===== config.mk =====
export PLATFORM = sky130hd
export DESIGN_NAME = jkx_flip_flop
export DESIGN_NICKNAME = d
export VERILOG_FILES = /design/src/rtl/jkx_pkg.sv /design/src/rtl/jkx_flip_flop.sv /design/src/rtl/jkx_sync.sv
export SDC_FILE = /design/constraint.sdc
export NUM_CORES = 1
export LEC_CHECK = 0
export BUFFER_PORTS_ARGS = -buffer_cell sky130_fd_sc_hd__buf_2
export CAP_MARGIN = 20
export CORE_AREA = 5 5 42 44
export CTS_CLUSTER_DIAMETER = 120
export DETAILED_ROUTE_END_ITERATION = 10
export DIE_AREA = 0 0 47 49
export PLACE_DENSITY = 0.73
export SLEW_MARGIN = 20
export SYNTH_ARGS = -nofsm -noshare
export SYNTH_HDL_FRONTEND = slang
export SYNTH_SLANG_ARGS = --single-unit

===== constraint.sdc =====
create_clock -name mclk -period 2.4 [get_ports mclk]
set_input_delay 0.6 -clock mclk [delete_from_list [all_inputs] [get_ports mclk]]
set_output_delay 0.6 -clock mclk [all_outputs]
set_load 0.02 [all_outputs]

===== src/rtl/jkx_pkg.sv =====
// shared constants and types for the unknown-aware jk storage element
package jkx_pkg;

	// =====================================================================
	// three-valued level encoding
	typedef enum logic [1:0] {
		JKX_ZERO = 2'h0,	// known low
		JKX_ONE  = 2'h1,	// known high
		JKX_UNK  = 2'h3		// unknown, one bit away from high
	} jkx_tri_t;

	// =====================================================================
	// initial output state selector values
	localparam int unsigned JKX_INIT_ZERO = 0;	// start low
	localparam int unsigned JKX_INIT_ONE  = 1;	// start high
	localparam int unsigned JKX_INIT_UNK  = 2;	// start unknown
	localparam int unsigned JKX_INIT_MAX  = 2;	// largest legal selector

	// =====================================================================
	// pin conditioning
	localparam int unsigned JKX_SYNC_STAGES = 2;	// flops ahead of any logic
	localparam int unsigned JKX_PIN_COUNT   = 7;	// pins carried through the synchroniser
	localparam logic [6:0]  JKX_PIN_RST_VAL = 7'h00;	// synchroniser reset image

	// bit positions inside the synchronised pin vector
	localparam int unsigned JKX_B_CLK   = 0;	// external clock pin
	localparam int unsigned JKX_B_JLVL  = 1;	// set-steering level
	localparam int unsigned JKX_B_JUNK  = 2;	// set-steering unknown flag
	localparam int unsigned JKX_B_KLVL  = 3;	// clear-steering level
	localparam int unsigned JKX_B_KUNK  = 4;	// clear-steering unknown flag
	localparam int unsigned JKX_B_SET   = 5;	// forcing set
	localparam int unsigned JKX_B_RESET = 6;	// forcing reset

endpackage : jkx_pkg


===== src/rtl/jkx_flip_flop.sv =====
// unknown-aware jk storage element sampled on a rising external clock edge
`timescale 1ns/1ps
`default_nettype none

// Operation
// - stored output changes only at a rising clock edge or while a forcing pin is high, otherwise holds
// - known steering: hold, clear, set, toggle; unknown stays unknown on hold/toggle
// - steering 0,1 loads 0 and 1,0 loads 1 even from unknown
// - set-steer known, clear-steer unknown: keep 0 or load 1 from 0, else unknown
// - set-steer unknown, clear-steer known: keep 1 or load 0 from 1, else unknown
// - both steering inputs unknown make the stored output unknown
module jkx_flip_flop
	import jkx_pkg::*;
#(
	parameter int unsigned INIT_STATE = JKX_INIT_ZERO	// initial_output_state: 0, 1 or 2
) (
	input  wire logic mclk,		// system clock, 100 MHz
	input  wire logic rst_n,	// async reset, active low
	input  wire logic clk_pin,	// external clock, rising edge samples
	input  wire logic j_lvl,	// set-steering level
	input  wire logic j_unk,	// set-steering is unknown
	input  wire logic k_lvl,	// clear-steering level
	input  wire logic k_unk,	// clear-steering is unknown
	input  wire logic set_pin,	// forcing set, active high
	input  wire logic reset_pin,	// forcing reset, active high
	output logic      q_lvl,	// true output level
	output logic      q_unk,	// true output is unknown
	output logic      qn_lvl,	// inverted output level
	output logic      qn_unk	// inverted output is unknown
);

	// =====================================================================
	// elaboration check
	if (INIT_STATE > JKX_INIT_MAX) begin : g_bad_init
		$error("jkx_flip_flop initial state selector out of range");
	end

	// =====================================================================
	// helpers
	// builds a three-valued level from a level and an unknown flag
	function automatic jkx_tri_t to_tri(input logic lvl, input logic unk);
		jkx_tri_t res;
		res = JKX_ZERO;
		if (unk) begin
			res = JKX_UNK;
		end else if (lvl) begin
			res = JKX_ONE;
		end
		return res;
	endfunction : to_tri

	// maps the initial state selector to a stored value
	function automatic jkx_tri_t init_tri(input int unsigned sel);
		jkx_tri_t res;
		res = JKX_ZERO;
		if (sel == JKX_INIT_ONE) begin
			res = JKX_ONE;
		end else if (sel == JKX_INIT_UNK) begin
			res = JKX_UNK;
		end
		return res;
	endfunction : init_tri

	// next stored value at a rising edge over the full three-valued space
	function automatic jkx_tri_t jk_next(input jkx_tri_t j, input jkx_tri_t k,
		input jkx_tri_t old);
		jkx_tri_t res;
		res = JKX_UNK;
		case ({j, k})
			{JKX_ZERO, JKX_ZERO}: res = old;
			{JKX_ZERO, JKX_ONE}:  res = JKX_ZERO;
			{JKX_ONE,  JKX_ZERO}: res = JKX_ONE;
			{JKX_ONE,  JKX_ONE}: begin
				if (old == JKX_ZERO) begin
					res = JKX_ONE;
				end else if (old == JKX_ONE) begin
					res = JKX_ZERO;
				end else begin
					res = JKX_UNK;
				end
			end
			{JKX_ZERO, JKX_UNK}: res = (old == JKX_ZERO) ? JKX_ZERO : JKX_UNK;
			{JKX_ONE,  JKX_UNK}: res = (old == JKX_ZERO) ? JKX_ONE : JKX_UNK;
			{JKX_UNK,  JKX_ZERO}: res = (old == JKX_ONE) ? JKX_ONE : JKX_UNK;
			{JKX_UNK,  JKX_ONE}: res = (old == JKX_ONE) ? JKX_ZERO : JKX_UNK;
			default: res = JKX_UNK;
		endcase
		return res;
	endfunction : jk_next

	localparam jkx_tri_t INIT_VAL = init_tri(INIT_STATE);	// reset image of the output

	// =====================================================================
	// pin conditioning
	wire logic [JKX_PIN_COUNT-1:0] pins_raw;	// raw pins in fixed order
	logic      [JKX_PIN_COUNT-1:0] pins_s;	// synchronised pins

	assign pins_raw[JKX_B_CLK]   = clk_pin;
	assign pins_raw[JKX_B_JLVL]  = j_lvl;
	assign pins_raw[JKX_B_JUNK]  = j_unk;
	assign pins_raw[JKX_B_KLVL]  = k_lvl;
	assign pins_raw[JKX_B_KUNK]  = k_unk;
	assign pins_raw[JKX_B_SET]   = set_pin;
	assign pins_raw[JKX_B_RESET] = reset_pin;

	// steering and clock share one chain so they stay aligned
	jkx_sync #(
		.WIDTH   (JKX_PIN_COUNT),
		.RST_VAL (JKX_PIN_RST_VAL)
	) u_sync (
		.mclk     (mclk),
		.rst_n    (rst_n),
		.async_in (pins_raw),
		.sync_out (pins_s)
	);

	// =====================================================================
	// edge detect and decode
	logic     clk_prev_ff;	// synchronised clock, one cycle older
	jkx_tri_t q_ff;	// stored output
	jkx_tri_t nxt_q;	// next stored output

	wire logic     clk_rise = pins_s[JKX_B_CLK] & ~clk_prev_ff;	// one-cycle edge pulse
	wire logic     force_rst = pins_s[JKX_B_RESET];	// reset forcing wins over set
	wire logic     force_set = pins_s[JKX_B_SET];	// set forcing
	wire jkx_tri_t j_tri = to_tri(pins_s[JKX_B_JLVL], pins_s[JKX_B_JUNK]);
	wire jkx_tri_t k_tri = to_tri(pins_s[JKX_B_KLVL], pins_s[JKX_B_KUNK]);
	wire jkx_tri_t edge_val = jk_next(j_tri, k_tri, q_ff);	// value for an edge

	// forcing first, then edges, otherwise hold
	assign nxt_q = force_rst ? JKX_ZERO :
		force_set ? JKX_ONE :
		clk_rise  ? edge_val :
		q_ff;

	// =====================================================================
	// storage
	always_ff @(posedge mclk or negedge rst_n) begin
		if (!rst_n) begin
			clk_prev_ff <= JKX_PIN_RST_VAL[JKX_B_CLK];	// same as the chain's reset image
			q_ff        <= INIT_VAL;
		end else begin
			clk_prev_ff <= pins_s[JKX_B_CLK];
			q_ff        <= nxt_q;
		end
	end

	// both outputs decode the one stored value so they never disagree
	assign q_lvl  = (q_ff == JKX_ONE);
	assign q_unk  = (q_ff == JKX_UNK);
	assign qn_lvl = (q_ff == JKX_ZERO);
	assign qn_unk = (q_ff == JKX_UNK);

	// =====================================================================
	// checks
	wire logic quiet = ~clk_rise & ~force_rst & ~force_set;	// no cause to change

	hold_between_edges_a: assert property (@(posedge mclk) disable iff (!rst_n)
		quiet |=> $stable(q_ff))
		else $error("output moved without an edge or forcing");

	known_hold_a: assert property (@(posedge mclk) disable iff (!rst_n)
		(clk_rise && !force_rst && !force_set && j_tri == JKX_ZERO && k_tri == JKX_ZERO)
		|=> q_ff == $past(q_ff))
		else $error("hold steering changed the output");

	known_toggle_a: assert property (@(posedge mclk) disable iff (!rst_n)
		(clk_rise && !force_rst && !force_set && j_tri == JKX_ONE && k_tri == JKX_ONE)
		|=> (($past(q_ff) == JKX_UNK) ? q_unk : ((q_lvl == $past(qn_lvl)) && !q_unk)))
		else $error("toggle steering did not invert the output");

	load_zero_one_a: assert property (@(posedge mclk) disable iff (!rst_n)
		(clk_rise && !force_rst && !force_set && !j_tri[1] && !k_tri[1] && (j_tri != k_tri))
		|=> q_ff == $past(j_tri))
		else $error("load steering did not load its level");

	set_known_clr_unk_a: assert property (@(posedge mclk) disable iff (!rst_n)
		(clk_rise && !force_rst && !force_set && j_tri != JKX_UNK && k_tri == JKX_UNK)
		|=> q_ff == (($past(q_ff) == JKX_ZERO) ? $past(j_tri) : JKX_UNK))
		else $error("unknown clear-steering resolved wrongly");

	set_unk_clr_known_a: assert property (@(posedge mclk) disable iff (!rst_n)
		(clk_rise && !force_rst && !force_set && j_tri == JKX_UNK && k_tri != JKX_UNK)
		|=> q_ff == (($past(q_ff) == JKX_ONE) ? (($past(k_tri) == JKX_ONE) ? JKX_ZERO :
			JKX_ONE) : JKX_UNK))
		else $error("unknown set-steering resolved wrongly");

	both_unknown_a: assert property (@(posedge mclk) disable iff (!rst_n)
		(clk_rise && !force_rst && !force_set && j_tri == JKX_UNK && k_tri == JKX_UNK)
		|=> q_unk && qn_unk)
		else $error("both unknown did not give unknown");

	force_pins_a: assert property (@(posedge mclk) disable iff (!rst_n)
		(force_rst || force_set) |=> (q_lvl == !$past(force_rst)) && !q_unk)
		else $error("forcing pins did not set the output");

	complement_a: assert property (@(posedge mclk) disable iff (!rst_n)
		q_unk ? (qn_unk && !q_lvl && !qn_lvl) : (qn_lvl == !q_lvl && !qn_unk))
		else $error("inverted output is not the complement");

	pin_latency_a: assert property (@(posedge mclk) disable iff (!rst_n)
		$rose(reset_pin) ##1 reset_pin ##1 reset_pin |=> qn_lvl)
		else $error("reset pin not seen at the output in three cycles");

	// an edge taken while set forcing alone is high must leave the forced value alone
	forced_blocks_edge_a: assert property (@(posedge mclk) disable iff (!rst_n)
		(clk_rise && force_set && !force_rst) |=> q_ff == JKX_ONE)
		else $error("clock edge moved a forced output");

	// one external rising edge is taken exactly once
	edge_once_a: assert property (@(posedge mclk) disable iff (!rst_n)
		clk_rise |=> !clk_rise)
		else $error("one clock edge sampled twice");

	// set pin alone reaches the output three cycles after it rises
	set_latency_a: assert property (@(posedge mclk) disable iff (!rst_n)
		($rose(set_pin) && !reset_pin) ##1 (set_pin && !reset_pin) ##1 (set_pin && !reset_pin)
		|=> q_lvl && !q_unk)
		else $error("set pin not seen at the output in three cycles");

endmodule : jkx_flip_flop

`default_nettype wire


===== src/rtl/jkx_sync.sv =====
// two-stage level synchroniser for a vector of pins
`timescale 1ns/1ps
`default_nettype none

module jkx_sync #(
	parameter int unsigned        WIDTH   = 7,	// number of pins
	parameter logic [WIDTH-1:0]   RST_VAL = '0	// value held during reset
) (
	input  wire logic             mclk,		// system clock
	input  wire logic             rst_n,		// async reset, active low
	input  wire logic [WIDTH-1:0] async_in,	// raw pin levels
	output logic      [WIDTH-1:0] sync_out	// levels safe to use
);

	// =====================================================================
	// elaboration check
	if (WIDTH < 1) begin : g_bad_width
		$error("jkx_sync width must be at least one");
	end

	logic [WIDTH-1:0] meta_ff;	// first stage, read only by the second
	logic [WIDTH-1:0] sync_ff;	// second stage

	// =====================================================================
	// capture chain
	always_ff @(posedge mclk or negedge rst_n) begin
		if (!rst_n) begin
			meta_ff <= RST_VAL;
			sync_ff <= RST_VAL;
		end else begin
			meta_ff <= async_in;
			sync_ff <= meta_ff;
		end
	end

	assign sync_out = sync_ff;	// registered output

endmodule : jkx_sync

`default_nettype wire


==> results of run 1 <==
## critical path, cell delays in order (launching register included)
cell and delay (ns):
dfrtp_1 0.44, nor2_1 0.20, buf_2 0.21
## state kept, by name, summed over array words and instances (netlist names)
name,flops
q_ff,2
u_sync.sync_out,7
clk_prev_ff,1
u_sync.meta_ff,7
## worst min-delay path by stage
stage / to / slack (ns)
2_1_floorplan: clk_prev_ff$_DFF_PN0_ / 0.30
3_3_place_gp: u_sync.sync_out[5]$_DFF_PN0_ / 0.33
3_5_place_dp: u_sync.sync_out[1]$_DFF_PN0_ / 0.33
4_1_cts: u_sync.meta_ff[0]$_DFF_PN0_ / 0.21
5_1_grt: u_sync.sync_out[0]$_DFF_PN0_ / 0.21
6_report: u_sync.meta_ff[0]$_DFF_PN0_ / 0.21
## kinds of logic (layout without fill, tap and decap cells)
kind of cell           count (synthesis)  in the layout  share of synthesized area (%)
AND/OR/NAND/NOR                       16             16                           14.6
buffers and inverters                  4             19                           3.16
flip-flops                            17             17                           71.7
AO/OA/AOI/OAI                          8              8                           10.5
## stage by stage
stage          std cells  utilization, %
4_1_cts               76            49.5
6_report              76            49.5
3_3_place_gp          72            47.5
5_1_grt               76            49.5
2_1_floorplan         45               -
3_5_place_dp          72            47.5
## synthesized netlist by cell type
cell type / instances
o32ai_1: 1
nor2_1: 5
a21oi_1: 1
a31oi_1: 2
nand3_1: 2
buf_4: 1
inv_1: 2
dfrtp_1: 17
inv_2: 1
o21ai_0: 2
and2_1: 1
nor2b_2: 1
nor2b_1: 1
nand2b_1: 1
a2111oi_1: 1
nand2_1: 3
nor4_1: 1
o311ai_2: 1
nor3b_2: 1
## cell type report
class | count | area [um2] | area share, %
flip-flops and latches | 17 | 425 | 61.4
multi-input cells | 24 | 149 | 21.5
repair buffers | 12 | 60.1 | 8.66
clock buffers | 3 | 22.5 | 3.25
well taps | 16 | 20.0 | 2.89
inverters | 3 | 11.3 | 1.62
clock inverters | 1 | 5.00 | 0.722
## power groups by stage
stage	clock, mW	sequential [mW]	combinational, mW
after global routing	0.168	0.314	0.0448
final	0.144	0.311	0.0393
after global placement	0	0.316	0.0384
after floorplan	0	0.315	0.0225
after detailed placement	0	0.317	0.0399
after CTS	0.152	0.311	0.0400
## per-layer routing
metal  global-route usage [%]  vias up
met1                     11.8      177
li1                         -      182
met4                     5.53        0
met3                     3.69        2
met5                        0        -
met2                     11.5       16
==> results list, run 1 <==
* Gate Count Post-Synth: 45
* Clk sink count: 17
* RSZ-0062 raised after global routing: false
* Global-route wire length before repair: 1.44 mm
- The largest total area in the synthesized netlist belongs to dfrtp_1.
- Max-cap viol count: 0
* Flop2flop setup slack: between 0.9 and 1 ns
- Hold is met by about 0.21 ns.
- Post-detailed-placement cell area: about 670 um2
- Worst-case headroom to the max-slew limit: roughly three quarters
- Yosys top cell area share: a little under three quarters
- Before antenna repair, the detailed router went through 4 iterations.
* Transition time at the pin with the least slew margin: 0.352 ns
- The detail route stage leaves a number of antenna-violating nets equal to 0.
- The min-delay analysis places its worst path in the category in -> async.
- Hold-fix buffers at CTS: 0
* Number of warnings reported in the yosys synthesis log: 0
- Part of the total power dissipated in sequential elements: between 60% and 70%
- DRC Markers: 0
- TritonCTS clock tree: built
- Post-layout net count: 70
- For this design the ratio of total power to cell area is ~700 nW/um2.
* DP Worst Slack: slightly below 1 ns
- CP Launch Point: q_ff[1]$_DFFE_PN0P_
- The longest clock path from root to sink contains 2 buffers.
- At the worst endpoint, the required time is 1.80 ns.
- Max Clock Skew: around 0.0056 ns
* GRT Overall Usage: under 10%
- Leaving out fill and tap cells, the most frequent cell in the layout is dfrtp_1.
- TritonCTS Buffers: 3
- Placeable Area: between 1000 and 1500 um2
- After detailed routing, the total wire length is around 870 um.
- Uppermost routed layer: met4
- For this block, the initial DRC count from the detailed router was 9.
- Entering global routing, the biggest net connects 18 pins.
- The count of endpoints failing hold in the final timing report came to 0.
- CTS built an H-tree with a depth of 1.
- The cell area that synthesis handed to floorplanning was 593 um2.
- Routed wl met3: approximately 78 um
- HPWL Detailed: around 660 um
* Post-synthesis sequential element count: 17
- Metal2 WL: 390 um
- The worst path meets setup with around 0.67 ns of slack.
- For the worst setup path, the data arrival time is about 1.1 ns.
- Static timing analysis puts the maximum clock frequency at 0.579 GHz.
- Summed over all cells, the static leakage comes to around 0.33 nW.
- Combinational cells account for slightly below 8% of the total power.
- Sequential elements use between 70% and 80% of the synthesized area.
- FF-to-FF End: q_ff[1]$_DFFE_PN0P_
* Syn Area/Cell: around 13 um2
- Net count of the mapped netlist: 54
* Result of the run: finished, final reports clean
- Clock-pin slew of the registers on the worst-case setup and hold paths: approximately 0.090 ns
* Commonest cells after routing, fill and taps aside: dfrtp_1, buf_2, nor2_1
- The clock network accounts for between 20% and 30% of the total power.
* Fin crit period: 1.73 ns
* Capture point of the worst path: qn_lvl
- The internal portion of the total power is between 300 and 400 uW.
- Area of the die: 2300 um2
- Max rail drop VDD: 0.405 mV
- For this block, wires on met1 add up to 385 um.
- Global route total overflow: 0
- The number of cells on the worst reg-to-reg path is 4.
* Number of instances resized during post-cts repair: 0
* Distinct cell type count after synthesis: 19
* Setup crit end kind: output port
- Setup violations remaining at the end of the flow were counted as 0.
- The tree is rooted in a clkbuf_4.
- From bottom edge to top edge, the die measures 49 um.
* Final weighted congestion in routability-driven placement: 0.815
- After layout, the design draws a total of 495 uW.
* # fillers: about 130
* Critical path peak fanout: 6
- By area the synthesized netlist is led by dfrtp_1, nor2_1, o311ai_2.
- In this run switching power makes up between 20% and 30% of total power.
* Diodes inserted: 0
- Via count: 377
- Vias in the first global route: around 330
* Number of antenna violations at the first check in global routing: 0
- Per-cell routed wire length: about 11 um
- The finished cells cover slightly below 700 um2.
- Worst setup path category: reg -> out
- The die is 47 um wide.
- Startpoint Class: flop
* Later-pin clock latency in the skew report: ~0.28 ns
- Share of the clock period used by the worst path: 71.9%
- Post-synthesis to final-layout area growth: 16.9%
- In this run the tool buffered the top-level ports with 12 buffer cells.
- Row count: 14
* Initial core utilization: between 40% and 50%
- Launching point of the worst reg2reg path: q_ff[0]$_DFFE_PN0P_
- In this run the power spent charging and discharging nets is 116 uW.
- 13 I/O pins were placed.
- In the final timing run, aggregate negative setup slack is 0 ns.
- Using the TritonRoute via totals, the vias-per-cell ratio works out to 4.96.
* Share of final-layout standard cells stronger than drive strength 1: about a third
- Final Max Slew Viols: 0
* Post-CTS setup repair buffer count: 0
Power figures use the tool's default switching activity.
==> inputs of run 2 (changes only) <==
CORE_AREA = not set   (was 5 5 42 44)
CORE_MARGIN = 5   (was not set)
CORE_UTILIZATION = 44   (was not set)
DIE_AREA = not set   (was 0 0 47 49)
PLACE_DENSITY = 0.75   (was 0.73)
clock period = 1.5 ns   (was 2.4 ns; I/O delays follow)
==> results list, run 2 (same netlist as run 1, synthesis figures left out) <==
- The run finished with clean final reports.
- Leading cell type in the layout, fill and taps excluded: dfrtp_1
- Final Max Slew Viols: 0
- Dividing the detail-routed wire length by the instance count gives around 11 um.
- Critical path peak fanout: 6
* Final weighted congestion in routability-driven placement: roughly 0.85
* Startpoint Class: flop
* Largest net degree at the start of global routing: 18
* Initial core utilization: about 46%
* Area of the die: around 2200 um2
* Post-layout util: a little under three fifths
* Cell area after layout: approximately 700 um2
* HPWL Detailed: 632 um
* Width of the chip: 46.7 um
- Final setup viols: 0
* Max-cap viol count: 0
* Diodes inserted: 0
- Io pins: 13
- For this design the ratio of total power to cell area is ~1100 nW/um2.
- Of the available clock period, the critical path in the final layout requires between 90% and 100%.
- Max Clock Skew: approximately 0.0044 ns
- Before CTS, the worst setup slack after placement is 0.107 ns.
- In the routed design, unresolved DRC markers number 0.
- TritonCTS clock tree: built
- Number of antenna violations at the first check in global routing: 0
- Required time of the critical path: about 1.1 ns
- Maximum level of the CTS H-tree: 1
* Setup crit end kind: output port
- Startpoint of the tightest hold check path: j_lvl
* TritonCTS Buffers: 3
* Max rail drop VDD: ~0.65 mV
- The routed design has 871 um of wire.
- Summed over all cells, the static leakage comes to about 0.34 nW.
- The worst path needs 1.44 ns of the cycle, external delays included.
* Launching point of the worst reg2reg path: q_ff[0]$_DFFE_PN0P_
* Post-detailed-placement cell area: approximately 660 um2
- The routed layout has ~370 vias.
* Final antenna-violating net count: 0
* Later-pin clock latency in the skew report: 0.28 ns
- Commonest cells after routing, fill and taps aside: dfrtp_1, buf_2, nor2_1
- Input/output buffers: 12
- For the final routed database, the setup TNS stands at 0 ns.
- In this run the worst hold path is classified as in -> reg.
* Placeable Area: around 1300 um2
* Tot Pwr: around 790 uW
- The cell sitting at the root of the clock tree is a clkbuf_4.
- Dividing the detail-routed via count by the number of cells gives between 4 and 5.
* Data arrival time of the critical path: ~1.1 ns
- Share of final-layout standard cells stronger than drive strength 1: a little over a third
* Number of buffers on the longest clock path: 2
- Derived from the worst setup path, the maximum achievable clock frequency is between 0.6 and 0.7 GHz.
* Clk sink count: 17
* Count of endpoints failing hold in the final timing report: 0
* Post-CTS setup repair buffer count: 0
- Global route total overflow: 0
- In this run the tightest slew margin relative to its limit is 76.9%.
- After clock tree synthesis, the clock-pin slew on the worst setup and hold paths is ~0.09 ns.
* Post-layout net count: a little over 70
- Transition time at the pin with the least slew margin: 0.347 ns
- Violation count after the first detailed-route iteration: 1
- The layout has 119 filler cells.
- Relative to the synthesized area, the layout overhead comes to 20.3%.
* Global-route wire length before repair: 1.50 mm
* Number of detailed-routing iterations run before antenna repair: 2
- GRT Overall Usage: 10.2%
- Minimum setup slack in the final design: approximately 0.063 ns
* Vias in the first global route: 379
* Die Y-Extent: about 47 um
- Tracing the worst setup path back leads to its startpoint at q_ff[1]$_DFFE_PN0P_.
- The worst setup path is of the reg -> out kind.
- The initialized floorplan defines 13 standard-cell rows.
-- run 2: changes by cell type in the layout (fill, tap and decap cells not counted), sizes merged --
| cell | before | now |
|---|---|---|
| dlygate4sd3 | 0 | 1 |
-- run 2: what timing repair did --
item	CTS	global route
gates resized for setup	0	4
hold buffers	1	0
endpoints found under the setup margin	1	3
hold endpoints to repair	10	0
-- run 2: stage by stage --
stage          instances  hold slack (ns)
4_1_cts               76            0.188
3_5_place_dp          71            0.305
3_3_place_gp          71            0.296
5_1_grt               76            0.172
6_report              76            0.195
2_1_floorplan         45           0.0794
-- run 2: area by class of cell --
type	instances	area, um2	area share [%]
well taps	15	18.8	2.63
clock buffers	3	22.5	3.16
flip-flops and latches	17	427	59.8
inverters	3	11.3	1.58
multi-input cells	24	156	21.9
repair buffers	13	72.6	10.2
clock inverters	1	5.00	0.702
-- run 2: power by group --
part           total, mW  switching [mW]  internal (mW)
Sequential         0.500          0.0186          0.481
Combinational     0.0673          0.0360         0.0314
Clock              0.227           0.128         0.0987
Total              0.794           0.183          0.612
-- run 2: final timing paths --
path,cells past startpoint,slack (ns),endpoint
max in group asynchronous,2,0.67,q_ff[1]$_DFFE_PN0P_
worst max-delay path,2,0.06,qn_unk
worst max register to register,4,0.12,q_ff[1]$_DFFE_PN0P_
worst min-delay path,1,0.20,u_sync.meta_ff[1]$_DFF_PN0_
worst min register to register,0,0.36,u_sync.sync_out[2]$_DFF_PN0_
min in group asynchronous,2,0.55,u_sync.meta_ff[0]$_DFF_PN0_
-- run 2: routing by layer --
metal	vias up	wire length, um	global-route usage [%]
li1	185	-	-
met1	175	366	11.8
met2	12	439	17.9
met3	0	65	3.52
met4	0	0	3.31
met5	-	0	0
-- run 2: critical path, stage by stage, from the launching register on --
cell,delay (ns)
dfrtp_2,0.46
and2_1,0.17
buf_2,0.15
==> inputs of run 3 (changes only) <==
CELL_PAD_IN_SITES_DETAIL_PLACEMENT = 1   (was not set)
CELL_PAD_IN_SITES_GLOBAL_PLACEMENT = 2   (was not set)
CORE_ASPECT_RATIO = 1.5   (was not set)
CORE_UTILIZATION = 29   (was 44)
PLACE_DENSITY = 0.74   (was 0.75)
==> results list, run 3 (same netlist as run 1, synthesis figures left out) <==
- Summed over all nets, wire length on met2 after detailed routing comes to around 510 um.
- RSZ-0062 raised after global routing: true
* Comb pwr share: a little under a tenth
- Max rail drop VDD: 0.510 mV
* Routed wl met3: 57 um
- Clock root buffer: clkbuf_4
* Post-synthesis to final-layout area growth: 23.4%
- Final setup viols: 0
- During I/O placement, the number of pins put on the boundary was 13.
- Before antenna repair, the detailed router went through 3 iterations.
* Cell Pwr Density: 1090 nW/um2
- Number of cells traversed by the worst register-to-register path: 4
- Max Clock Skew: roughly 0.00057 ns
- For this run, design rule violations remaining after detail routing come to 0.
- In this run the tool buffered the top-level ports with 12 buffer cells.
- The smallest clock period supported by the final layout is computed as around 1.5 ns.
- The setup check on the worst reg-to-reg path leaves a slack of ~0.16 ns.
- The worst setup path is of the reg -> out kind.
- In this run the number of H-tree levels came out at 1.
- The flow ran to the end, and the final reports show no timing, DRC or antenna violations.
* Routed vias/inst: 4.76
- The number of antenna diodes in the final layout is 0.
* CP Launch Point: q_ff[1]$_DFFE_PN0P_
- Critical path peak fanout: 6
* Number of antenna violations at the first check in global routing: 0
- Post-layout util: between 30% and 40%
* Share of final-layout standard cells stronger than drive strength 1: a little over a third
- Once routing completed, OpenROAD measured the worst setup slack at approximately 0.047 ns.
- The number of pins with negative max-slew slack in the final report came to 0.
- TritonCTS clock tree: built
- Uppermost routed layer: met4
* Max-cap viol count: 0
- FF-to-FF End: q_ff[1]$_DFFE_PN0P_
* Worst-case headroom to the max-slew limit: around 76%
- The first global-routing pass estimated about 1.8 mm of wire.
- Die Y-Extent: 65.4 um
- Number of buffers on the longest clock path: 2
* Leading cell type in the layout, fill and taps excluded: dfrtp_1
- Static Leak: roughly 0.34 nW
- The path class of the tightest hold or removal check is in -> reg.
- Maximum achievable frequency: 0.688 GHz
- Final antenna-violating net count: 0
- After detailed routing, the average wire length per cell comes to 11.4 um.
- For the pin with the worst max-slew slack, the measured transition is around 0.36 ns.
- The die covers about 3100 um2.
- In the finished design, the share of the clock period the worst path needs comes to between 90% and 100%.
- OpenSTA, run right after detailed placement, puts the worst setup slack at around 0.13 ns.
- Initial core utilization: approximately 30%
- For this run, the total global-route usage over all layers was measured as approximately 8.2%.
* Launching point of the worst reg2reg path: q_ff[0]$_DFFE_PN0P_
- After clock tree synthesis, the clock-pin slew on the worst setup and hold paths is roughly 0.08 ns.
- Measured along the x axis, the die boundary spans around 47 um.
* Commonest cells after routing, fill and taps aside: dfrtp_1, buf_2, nor2_1
- The tree built by TritonCTS fans out to 17 sinks.
- Switching Power: around 180 uW
* Global route total overflow: 0
- Post-layout net count: 72
- Placeable Area: 2000 um2
- TritonCTS Buffers: 3
- Of the total power, the clock network draws 27.9%.
- For this block, wires on met1 add up to roughly 370 um.
- Largest net degree at the start of global routing: 18
- Count of endpoints failing hold in the final timing report: 0
- STA classifies the critical path endpoint as an output port.
* HPWL Detailed: approximately 750 um
- Vias in the first global route: roughly 450
* Startpoint Class: flop
- Switching power as a share of total power: ~22%
* Part of the total power dissipated in sequential elements: a little over three fifths
- Routability-driven placement finished with a final weighted congestion of approximately 0.78.
* Row count: 20
- Violation count after the first detailed-route iteration: 4
* Capture point of the worst path: qn_lvl
- Via count: 400
- At the worst endpoint, the required time is between 1 and 1.5 ns.
- At the later pin of the worst-skew pair, clock insertion delay measures roughly 0.27 ns.
- The internal portion of the total power is ~620 uW.
- Wirelength, routed: approximately 960 um
* Data arrival time of the critical path: between 1 and 1.5 ns
- Tot Pwr: about 800 uW
## run 3: cell count changes in the layout (fill, tap and decap cells not counted), sizes merged
cell,delta
buf,+1
clkbuf,+1
clkinv,-1
## run 3: worst min-delay path by stage
stage                                    to   from  slack [ns]  cells past startpoint
2_1_floorplan         clk_prev_ff$_DFF_PN0_  rst_n        0.08                      0
3_3_place_gp   u_sync.sync_out[0]$_DFF_PN0_  rst_n        0.30                      1
3_5_place_dp    u_sync.meta_ff[0]$_DFF_PN0_  rst_n        0.31                      1
4_1_cts         u_sync.meta_ff[1]$_DFF_PN0_  j_lvl        0.19                      1
5_1_grt         u_sync.meta_ff[1]$_DFF_PN0_  j_lvl        0.17                      1
6_report        u_sync.meta_ff[4]$_DFF_PN0_  k_unk        0.20                      1
## run 3: power by group through the flow
stage / registers, mW / logic, mW / clock network, mW
6_report: 0.500 / 0.0737 / 0.222
5_1_grt: 0.504 / 0.0838 / 0.272
4_1_cts: 0.501 / 0.0722 / 0.239
3_5_place_dp: 0.509 / 0.0646 / 0
3_3_place_gp: 0.507 / 0.0638 / 0
2_1_floorplan: 0.504 / 0.0360 / 0
## run 3: timing repair
item / in CTS / in global routing
pin swaps: 0 / 0
setup endpoints to repair: 2 / 4
hold endpoints to repair: 10 / 0
resized for setup: 3 / 2
setup buffers: 1 / 0
hold buffers: 1 / 0
## run 3: metal layers
layer	GRT usage [%]	vias to the layer above
li1	-	187
met1	8.54	195
met2	13.3	14
met3	2.74	4
met4	5.54	0
met5	0	-
## run 3: worst max-delay path, stage by stage, from the launching register on
cell and delay, ns:
dfrtp_2 0.46, nor2_2 0.15, buf_2 0.19
## run 3: area by class of cell
type / instances / area [um2]
Clock buffer: 4 / 26.3
Multi-Input combinational cell: 24 / 156
Inverter: 3 / 11.3
Timing Repair Buffer: 14 / 83.8
Tap cell: 22 / 27.5
Sequential cell: 17 / 427
Fill cell: 243 / 1270
## run 3: through the flow
step,TNS (ns),cells,instance area [um2],hold slack [ns]
2_1_floorplan,0,45,593,0.0794
3_3_place_gp,0,78,673,0.300
3_5_place_dp,0,78,673,0.308
4_1_cts,0,84,726,0.186
5_1_grt,-0.0406,84,732,0.172
6_report,0,84,732,0.200
